[config.mk]
export PLATFORM = sky130hd
export DESIGN_NAME = bit_op_exec
export DESIGN_NICKNAME = d
export VERILOG_FILES = /design/src/inc/bit_op_pkg.sv /design/src/design/ret_stack.sv /design/src/design/bit_op_exec.sv
export SDC_FILE = /design/constraint.sdc
export NUM_CORES = 1
export LEC_CHECK = 0
export BUFFER_PORTS_ARGS = -buffer_cell sky130_fd_sc_hd__buf_4
export CORE_ASPECT_RATIO = 1.4
export CORE_MARGIN = 3
export CORE_UTILIZATION = 58
export DETAILED_ROUTE_END_ITERATION = 12
export PLACE_DENSITY = 0.75
export SETUP_SLACK_MARGIN = 0.4
export SYNTH_ARGS = -nofsm -noshare
export SYNTH_HDL_FRONTEND = slang
export SYNTH_SLANG_ARGS = --single-unit
[constraint.sdc]
create_clock -name mclk -period 3.1 [get_ports mclk]
set_input_delay 0.62 -clock mclk [delete_from_list [all_inputs] [get_ports mclk]]
set_output_delay 0.62 -clock mclk [all_outputs]
set_load 0.05 [all_outputs]
[src/inc/bit_op_pkg.sv]
/*
 bit_op_pkg: opcode fields, widths, stack depth and reset values for the bit-operation execute block.
 assumes 14-bit instruction words and an 8-bit register file with 7-bit file addresses.
*/
package bit_op_pkg;
   localparam int INSTR_W   = 14;
   localparam int PC_W      = 11;
   localparam int FADDR_W   = 7;
   localparam int BIDX_W    = 3;
   localparam int DATA_W    = 8;
   localparam int STACK_D   = 8;
   localparam int SP_W      = 3;

   // field positions inside the instruction word
   localparam int OPC_HI    = 13;
   localparam int OPC_LO    = 10;
   localparam int BIDX_LO   = 7;
   localparam int FADDR_LO  = 0;

   localparam logic [3:0] OPC_CLR  = 4'h4;
   localparam logic [3:0] OPC_SET  = 4'h5;
   localparam logic [3:0] OPC_TSTC = 4'h6;

   localparam logic [PC_W-1:0]    PC_RESET  = 11'h000;
   localparam logic [PC_W-1:0]    IRQ_VEC   = 11'h004;
   localparam logic [SP_W-1:0]    SP_RESET  = 3'h0;
   localparam logic [DATA_W-1:0]  DATA_ZERO = 8'h00;

   typedef enum logic [1:0] {
      EX_RUN  = 2'b00,
      EX_SKIP = 2'b01,
      EX_IRQ  = 2'b10
   } exec_state_e;
endpackage

[src/design/ret_stack.sv]
/*
 ret_stack: circular hardware stack for return addresses.
 assumes push and pop never asserted together; overflow wraps and overwrites the oldest entry.
*/
`timescale 1ns/10ps
`default_nettype none
module ret_stack
   import bit_op_pkg::*;
(
   input  wire logic                        mclk,
   input  wire logic                        reset,
   input  wire logic                        push,
   input  wire logic                        pop,
   input  wire logic [bit_op_pkg::PC_W-1:0] push_data,
   output logic      [bit_op_pkg::PC_W-1:0] top_data
);
   logic [PC_W-1:0] mem [STACK_D];
   logic [SP_W-1:0] sp_reg;

   always_ff @(posedge mclk) begin
      if (reset) begin
         sp_reg <= SP_RESET;
      end else if (push) begin
         sp_reg <= sp_reg + 3'h1;
      end else if (pop) begin
         sp_reg <= sp_reg - 3'h1;
      end
   end

   // storage is not reset; only the pointer carries control state
   always_ff @(posedge mclk) begin
      if (push) begin
         mem[sp_reg] <= push_data;
      end
   end

   assign top_data = mem[sp_reg - 3'h1];
endmodule
`default_nettype wire

[src/design/bit_op_exec.sv]
/*
 bit_op_exec: execute stage for the clear-bit, set-bit and test-bit-skip-if-clear instructions,
 with return-address save on interrupt entry.
 assumes the fetch path presents the prefetched word with instr_valid, and the register file answers
 reads combinationally in the same cycle; all on mclk.
*/
`timescale 1ns/10ps
`default_nettype none

// Contract
// RULE1 - on interrupt entry only the return program counter is pushed; working and status registers are untouched.
// RULE2 - word 01 00bb bfff ffff clears bit b of file register f, changes no flags, one word and one cycle.
// RULE3 - word 01 01bb bfff ffff sets bit b of file register f, changes no flags, one word and one cycle.
// RULE4 - word 01 10bb bfff ffff tests bit b of register f and skips the next instruction when it is zero.
// RULE5 - a taken skip discards the prefetched word and runs a no-operation, so the test takes two cycles.
// RULE6 - the file address is a seven-bit field 0 to 127 and the bit index a three-bit field 0 to 7.
// RULE7 - bit index zero is the least significant bit and modification is a read-modify-write of the register.
module bit_op_exec
   import bit_op_pkg::*;
(
   input  wire logic                            mclk,
   input  wire logic                            reset,
   input  wire logic [bit_op_pkg::INSTR_W-1:0]  instr,
   input  wire logic                            instr_valid,
   input  wire logic                            irq_req,
   input  wire logic                            ret_req,
   input  wire logic [bit_op_pkg::DATA_W-1:0]   rf_rdata,
   output logic      [bit_op_pkg::FADDR_W-1:0]  rf_addr,
   output logic      [bit_op_pkg::DATA_W-1:0]   rf_wdata,
   output logic                                 rf_we,
   output logic      [bit_op_pkg::PC_W-1:0]     pc,
   output logic                                 instr_accept,
   output logic                                 discard,
   output logic                                 irq_ack,
   output logic                                 bitop_done
);
   import bit_op_pkg::*;

   exec_state_e            state_reg;
   exec_state_e            state_next;
   logic [PC_W-1:0]        pc_reg;
   logic [PC_W-1:0]        pc_next;
   logic [PC_W-1:0]        stack_top;
   logic [3:0]             opc;
   logic [FADDR_W-1:0]     faddr;
   logic [BIDX_W-1:0]      bidx;
   logic                   is_clr;
   logic                   is_set;
   logic                   is_tst;
   logic                   dec_clr;
   logic                   dec_set;
   logic                   dec_tst;
   logic                   exec_ok;
   logic                   fwd_hit;
   logic [DATA_W-1:0]      rd_eff;
   logic                   run;
   logic                   take_irq;
   logic                   do_ret;
   logic                   skip_take;
   logic [DATA_W-1:0]      bit_mask;
   logic [FADDR_W-1:0]     rf_addr_reg;
   logic [DATA_W-1:0]      rf_wdata_reg;
   logic                   rf_we_reg;
   logic                   done_reg;
   logic                   ack_reg;

   function automatic logic [DATA_W-1:0] onehot(input logic [BIDX_W-1:0] b);
      onehot = DATA_W'(1) << b;   // see RULE7
   endfunction

   // see RULE6
   assign opc   = instr[OPC_HI:OPC_LO];
   assign faddr = instr[FADDR_LO +: FADDR_W];
   assign bidx  = instr[BIDX_LO +: BIDX_W];

   assign run      = (state_reg == EX_RUN);
   // interrupts wait for instruction boundaries, never mid-skip
   assign take_irq = run && irq_req;
   assign do_ret   = run && !irq_req && ret_req;
   assign exec_ok  = run && !irq_req && !ret_req && instr_valid;

   // one decode of the opcode field feeds the three execute strobes
   always_comb begin
      dec_clr = 1'b0;
      dec_set = 1'b0;
      dec_tst = 1'b0;
      case (opc)
         OPC_CLR: begin
            dec_clr = 1'b1;
         end
         OPC_SET: begin
            dec_set = 1'b1;
         end
         OPC_TSTC: begin
            dec_tst = 1'b1;
         end
         default: begin
            // other opcodes only step the program counter
            dec_clr = 1'b0;
         end
      endcase
   end

   assign is_clr   = exec_ok && dec_clr;   // see RULE2
   assign is_set   = exec_ok && dec_set;   // see RULE3
   assign is_tst   = exec_ok && dec_tst;   // see RULE4
   assign bit_mask = onehot(bidx);

   // a write still in flight to the same register is forwarded; without it two bit
   // operations back to back on one register would lose the first update
   assign fwd_hit  = rf_we_reg && (rf_addr_reg == faddr);
   assign rd_eff   = fwd_hit ? rf_wdata_reg : rf_rdata;   // see RULE7
   assign skip_take = is_tst && ((rd_eff & bit_mask) == DATA_ZERO);   // see RULE4

   // register file read address is combinational so the test and read-modify-write finish in one cycle
   assign rf_addr = faddr;

   always_comb begin
      state_next = state_reg;
      case (state_reg)
         EX_RUN: begin
            if (take_irq) begin
               state_next = EX_IRQ;
            end else if (skip_take) begin
               state_next = EX_SKIP;   // see RULE5
            end
         end
         EX_SKIP: begin
            state_next = EX_RUN;
         end
         EX_IRQ: begin
            state_next = EX_RUN;
         end
         default: begin
            state_next = EX_RUN;
         end
      endcase
   end

   always_ff @(posedge mclk) begin
      if (reset) begin
         state_reg <= EX_RUN;
      end else begin
         state_reg <= state_next;
      end
   end

   // program counter: skip cycle steps past the discarded word
   always_comb begin
      pc_next = pc_reg;
      if (take_irq) begin
         pc_next = IRQ_VEC;
      end else if (do_ret) begin
         pc_next = stack_top;
      end else if (state_reg == EX_SKIP) begin
         pc_next = pc_reg + 11'h1;   // see RULE5
      end else if (exec_ok) begin
         pc_next = pc_reg + 11'h1;
      end
   end

   always_ff @(posedge mclk) begin
      if (reset) begin
         pc_reg <= PC_RESET;
      end else begin
         pc_reg <= pc_next;
      end
   end

   // only the return address goes on the stack; no working or status copy exists here
   ret_stack u_ret_stack (
      .mclk      (mclk),
      .reset     (reset),
      .push      (take_irq),          // see RULE1
      .pop       (do_ret),
      .push_data (pc_reg),
      .top_data  (stack_top)
   );

   // read-modify-write, flags are never touched by these operations
   always_ff @(posedge mclk) begin
      if (reset) begin
         rf_we_reg   <= 1'b0;
         rf_addr_reg <= {FADDR_W{1'b0}};
      end else begin
         rf_we_reg   <= is_clr || is_set;
         rf_addr_reg <= faddr;
      end
   end

   // data holds its last value between writes, so only rf_we qualifies it
   always_ff @(posedge mclk) begin
      if (reset) begin
         rf_wdata_reg <= DATA_ZERO;
      end else if (is_clr) begin
         rf_wdata_reg <= rd_eff & ~bit_mask;   // see RULE2
      end else if (is_set) begin
         rf_wdata_reg <= rd_eff | bit_mask;    // see RULE3
      end
   end

   always_ff @(posedge mclk) begin
      if (reset) begin
         done_reg <= 1'b0;
      end else begin
         done_reg <= is_clr || is_set || (is_tst && !skip_take) || (state_reg == EX_SKIP);
      end
   end

   always_ff @(posedge mclk) begin
      if (reset) begin
         ack_reg <= 1'b0;
      end else begin
         ack_reg <= take_irq;   // see RULE1
      end
   end

   // write port is registered; the far side keeps the write address one cycle itself
   assign rf_wdata     = rf_wdata_reg;
   assign rf_we        = rf_we_reg;
   assign pc           = pc_reg;
   assign instr_accept = run && !irq_req && !ret_req && instr_valid;
   assign discard      = (state_reg == EX_SKIP);   // see RULE5
   assign irq_ack      = ack_reg;
   assign bitop_done   = done_reg;
endmodule
`default_nettype wire

# Word level (Yosys, flattened, before mapping)
# Memory sizes are Yosys's and may differ from the RTL's.
# Index checks and enable logic that the tools add are counted.
# word_totals
regBits	34
latchBits	0
mem_bits_rw	88
romBits	0
in_bits	27
output_inout_bits	31
wordCells	68
memories	1
# classes
add_sub_neg	3
multipliers	0
div_mod_pow	0
order_cmp	0
eq_ne	5
shifts	1
n_mux	16
n_bitwise	5
n_reduce_logical	27
# mem_list
name	words	width	read_ports	rd_ports_with_merged_regs	wr	line	rtl
u_ret_stack.mem	8	11	1	0	1	ret_stack.sv:17	logic [PC_W-1:0] mem [STACK_D];
# op_table
operator	n
11-bit two-way mux	3
8-bit two-way mux	3
8-bit bitwise AND	2
4-bit by 3-bit equality test with 1-bit output, second input constant	3
11-bit by 1-bit adder with 11-bit output, second input constant	1
1-bit logical AND	11
3-bit two-way mux	3
8-bit logical NOT	1
8-bit NOT	1
8-bit OR	1
1-bit by 3-bit << shifter with 8-bit output, first input constant	1
7-bit equality test	1
2-bit nonzero test	3
1-bit two-way mux	5
2-bit two-way mux	2
4-bit nonzero test	1
2-bit OR reduction	2
3-bit by 1-bit adder with 3-bit output, second input constant	1
1-bit logical NOT	3
1-bit logical OR	3
3-bit nonzero test	1
3-bit OR reduction	1
3-bit by 1-bit subtractor with 3-bit output, second input constant	1
2-bit by 1-bit equality test with 1-bit output, second input constant	1
other kinds (2)	2

# Depth between registers and ports, before layout
# logic_depth
ltp_word	10
mapped_depth	11
ltp_nobuf	7

# Modules after synthesis
# From an unflattened synthesis, not the netlist that was laid out.
# unflattened
cells_unflattened	457
hier_area_um2	5630.4
# by_module_without_submodules
module	instances	cells_per_inst	area_per_inst_um2	seq_area_each_um2
ret_stack	1	235	3769.9	2702.6
bit_op_exec	1	222	1860.5	620.6

# Worst setup path before layout
# OpenSTA, ideal clock, no wires.
# synth_path
path_type	register to register
start	reg u_ret_stack.sp_reg[0]
end	reg pc_reg[5] (netlist: pc[5])
t_arrival_ns	2.493
required_time_ns	2.974
setup_slack_ns	0.481
path_stages_with_launch	11
path_buffers	5
cell_sequence	dfxtp_1 buf_2 buf_4 buf_4 inv_1 ha_1 clkbuf_1 clkbuf_1 mux4_2 a211oi_1 a211oi_1
# synth_via
elab_chain_len	3
# synth_lines
element	line	rtl
start, declared	ret_stack.sv:18	logic [SP_W-1:0] sp_reg;
start signal, assigned	ret_stack.sv:24	sp_reg <= sp_reg + 3'h1;
start signal, assigned	ret_stack.sv:26	sp_reg <= sp_reg - 3'h1;
3-bit by 1-bit subtractor with 3-bit output	ret_stack.sv:37	assign top_data = mem[sp_reg - 3'h1];
memory read 8 x 11 bit	--	
11-bit two-way mux	bit_op_exec.sv:153	end else if (do_ret) begin
end signal, assigned	bit_op_exec.sv:166	pc_reg <= pc_next;
end, declared	bit_op_exec.sv:41	logic [PC_W-1:0] pc_reg;
# Every way passes these cells.
# A chain may end at the register's enable or synchronous reset.

# Final worst setup path
# layout_path
start	reg u_ret_stack.sp_reg[1]
end	reg pc_reg[9] (netlist: pc[9])
# The elaborated chain is that of the path after synthesis.

==> metrics.cfg <==
[drt]
vias_per_cell = 6.12
totalWireLength_um = 11000
ant_nets = 0
drt_iter0_drc = 262
dr_total_vias = 3328
drc = 0
drt-pass1-iter-count = 5
wl_per_cell_um = 20.3

[power]
internal_power_mw = 3.40
switching_share_pct = 24.0
cellPowerDensity_nw_per_um2 = 691
pwr-share-seq_pct = 41.7
netSwitchingPower_mw = 1.07
share_comb_of_total_power_pct = 12.8
vdd_drop_max_mv = 0.497
clock_power_share_pct = 45.5
p_total_mw = 4.48
p_leak_nw = 2.33

[clock_network]
cts_tree = yes
post-cts-setup-buffers = 0
cts_resized = 0
ctsLongestPathBuffers = 2
htree_levels = 4
hold_buffers = 0
cts_buffers = 17
clk_latency_ns = 0.41
cts_sinks = 122
cts_root_buf = clkbuf_16
path_clk_slew_ns = 0.06

[final_layout]
n_antenna_cell = 0
fillers = 550
largest_reg_flops = 88
nets = 456
fin_util_pct = 73.9
layout-drive-gt1-share_pct = 33.3
final_cells = 544
area_delta_synth_final_pct = 22.1

[floorplanning]
fp.dieH_um = 119
io-pin-count = 58
die_w_um = 86.8
initial_core_util_pct = 60.6
rows = 40
core-area_um2 = 8760
dieArea_um2 = 10300

[setup_path]
end_kind = register
cp_slowest_cell = mux4_2
path_cells = inv_1 -> ha_1 -> xor2_4 -> mux4_2 -> nand2_1 -> and3_1 -> a211oi_2
critical_path_required_ns = 3.36
worstPathMaxFanout = 11
critPathMaxStageDelay_ns = 0.57
r2r_end = pc[9]
r2r_setup_slack_ns = 0.81
cp-start-kind = register
r2r-start = u_ret_stack.sp_reg[1]
crit_type = reg -> reg
crit_family = multiplexers
worstRegToRegCells = 7
path_buf_inv = 1
arrival_ns = 2.55

[sta]
worst_pin_slew_ns = 0.716
tns_ns = 0
min_period_ns = 2.29
rsz0062_at_grt = false
hold_violations = 0
clock_skew_ns = 0.00528
setup_viol = 0
post-route-period-util_pct = 73.9
slew_violations = 0
fmax_mhz = 437
timing.slew.headroom_pct = 52.0

[worst_hold_path]
whs_endpoint = rf_addr_reg[0]
min_path_type = in -> reg
hold_start = instr[0]
holdPathStages = 2

[grt]
grt_pass1_vias = 3517
grt-ovfl-total = 0
grt_max_degree = 27
grt_pass1_wl_um = 17900
grtUsageTotal_pct = 23.3
antenna_found_initial = 0

[logic_synthesis]
synth_top_family_by_area = multiplexers
async_reset_ff_share_pct = 0
synth.area.top_cells = edfxtp_1 (50%), dfxtp_1 (13%), mux4_2 (11%)
synthDistinctLibCells = 44
synth_top_area_cell = edfxtp_1
ys.flop_type = edfxtp_1
synth_edf_count = 88
yosys_warnings = 0
synth_most_common_cell = edfxtp_1
syn_nets = 393
syn_avg_cell_area_um2 = 14.6
synth_common_cells = edfxtp_1 (88), dfxtp_1 (34), mux4_2 (26), nand2_1 (24), nor2_1 (24)
synthAdderAreaFrac_pct = 0.708
netlist_area_um2 = 5300
synth_compound_area_share_pct = 7.29
synth.top_cell.area_share_pct = 49.8
seq_area_frac_synth_pct = 62.7
muxShareOfSynthArea_pct = 12.8
synth_xor_area_share_pct = 3.33
syn_inst = 363
ys_ff_latch = 122
synth_simple_gate_area_share_pct = 10.1

[flow_run]
maxCapViolations = 0

[place]
place_congestion = 0.786
dp_hpwl_um = 7330
dp_cells = 512
portBuffers = 57

[status]
status = complete, no violations

[routing by layer]
layer	global-route usage [%]	part of all wire, %
met5	0	0
met4	10.0	2.4
met3	5.81	5.2
met2	38.1	52
met1	29.2	41
[worst max path at each step]
stage	from	end	slack [ns]	cells after the start
global route	u_ret_stack.sp_reg[1]	pc[9]	0.70	7
finish	u_ret_stack.sp_reg[1]	pc[9]	0.81	7
floorplan	u_ret_stack.sp_reg[0]	pc[5]	0.48	10
detailed placement	irq_req	rf_wdata[2]	0.75	6
CTS	u_ret_stack.sp_reg[1]	pc[9]	0.83	7
global placement	irq_req	rf_wdata[2]	0.90	6
[cell usage in the layout (no fill, tap or decap), drive strengths merged, types with 10 or more instances in the layout]
master   n
a211oi  21
clkbuf  21
xnor2   11
nand2   24
buf     71
nor2    26
nor3    10
mux4    26
edfxtp  88
nor2b   17
dfxtp   34
[layout make-up]
class	instances	area, um2	area share (%)
repair buffers	71	533	8.23
clock inverters	11	130	2.01
flip-flops and latches	122	3320	51.3
clock buffers	21	503	7.77
multi-input cells	211	1840	28.5
inverters	3	11.3	0.174
well taps	105	131	2.03
[power groups by stage]
stage | Clock (mW) | Combinational (mW) | Sequential (mW)
2_1_floorplan | 0 | 0.391 | 1.91
3_3_place_gp | 0 | 0.565 | 1.90
3_5_place_dp | 0 | 0.572 | 1.90
4_1_cts | 2.06 | 0.577 | 1.87
5_1_grt | 2.14 | 0.614 | 1.88
6_report | 2.04 | 0.571 | 1.87
[through the flow]
step	instance area, um2	hold slack [ns]	setup slack, ns
floorplan	5300	0.582	0.481
global placement	5840	0.545	0.900
detailed placement	5840	0.560	0.748
CTS	6470	0.433	0.827
global route	6470	0.446	0.698
finish	6470	0.446	0.811
[kinds of logic (layout without fill, tap and decap cells)]
group,count (synthesis),after routing
flops,122,122
simple gates,103,103
compound gates,52,52
mux,35,35
buf+inv,30,106
xor+xnor,18,18
fa+ha+maj,3,3
[worst reg2reg max path: stages, from the launching register on]
cell	delay, ns
dfxtp_1	0.47
inv_1	0.11
ha_1	0.26
xor2_4	0.42
mux4_2	0.57
nand2_1	0.08
and3_1	0.18
a211oi_2	0.05
Power figures use the tool's default switching activity.
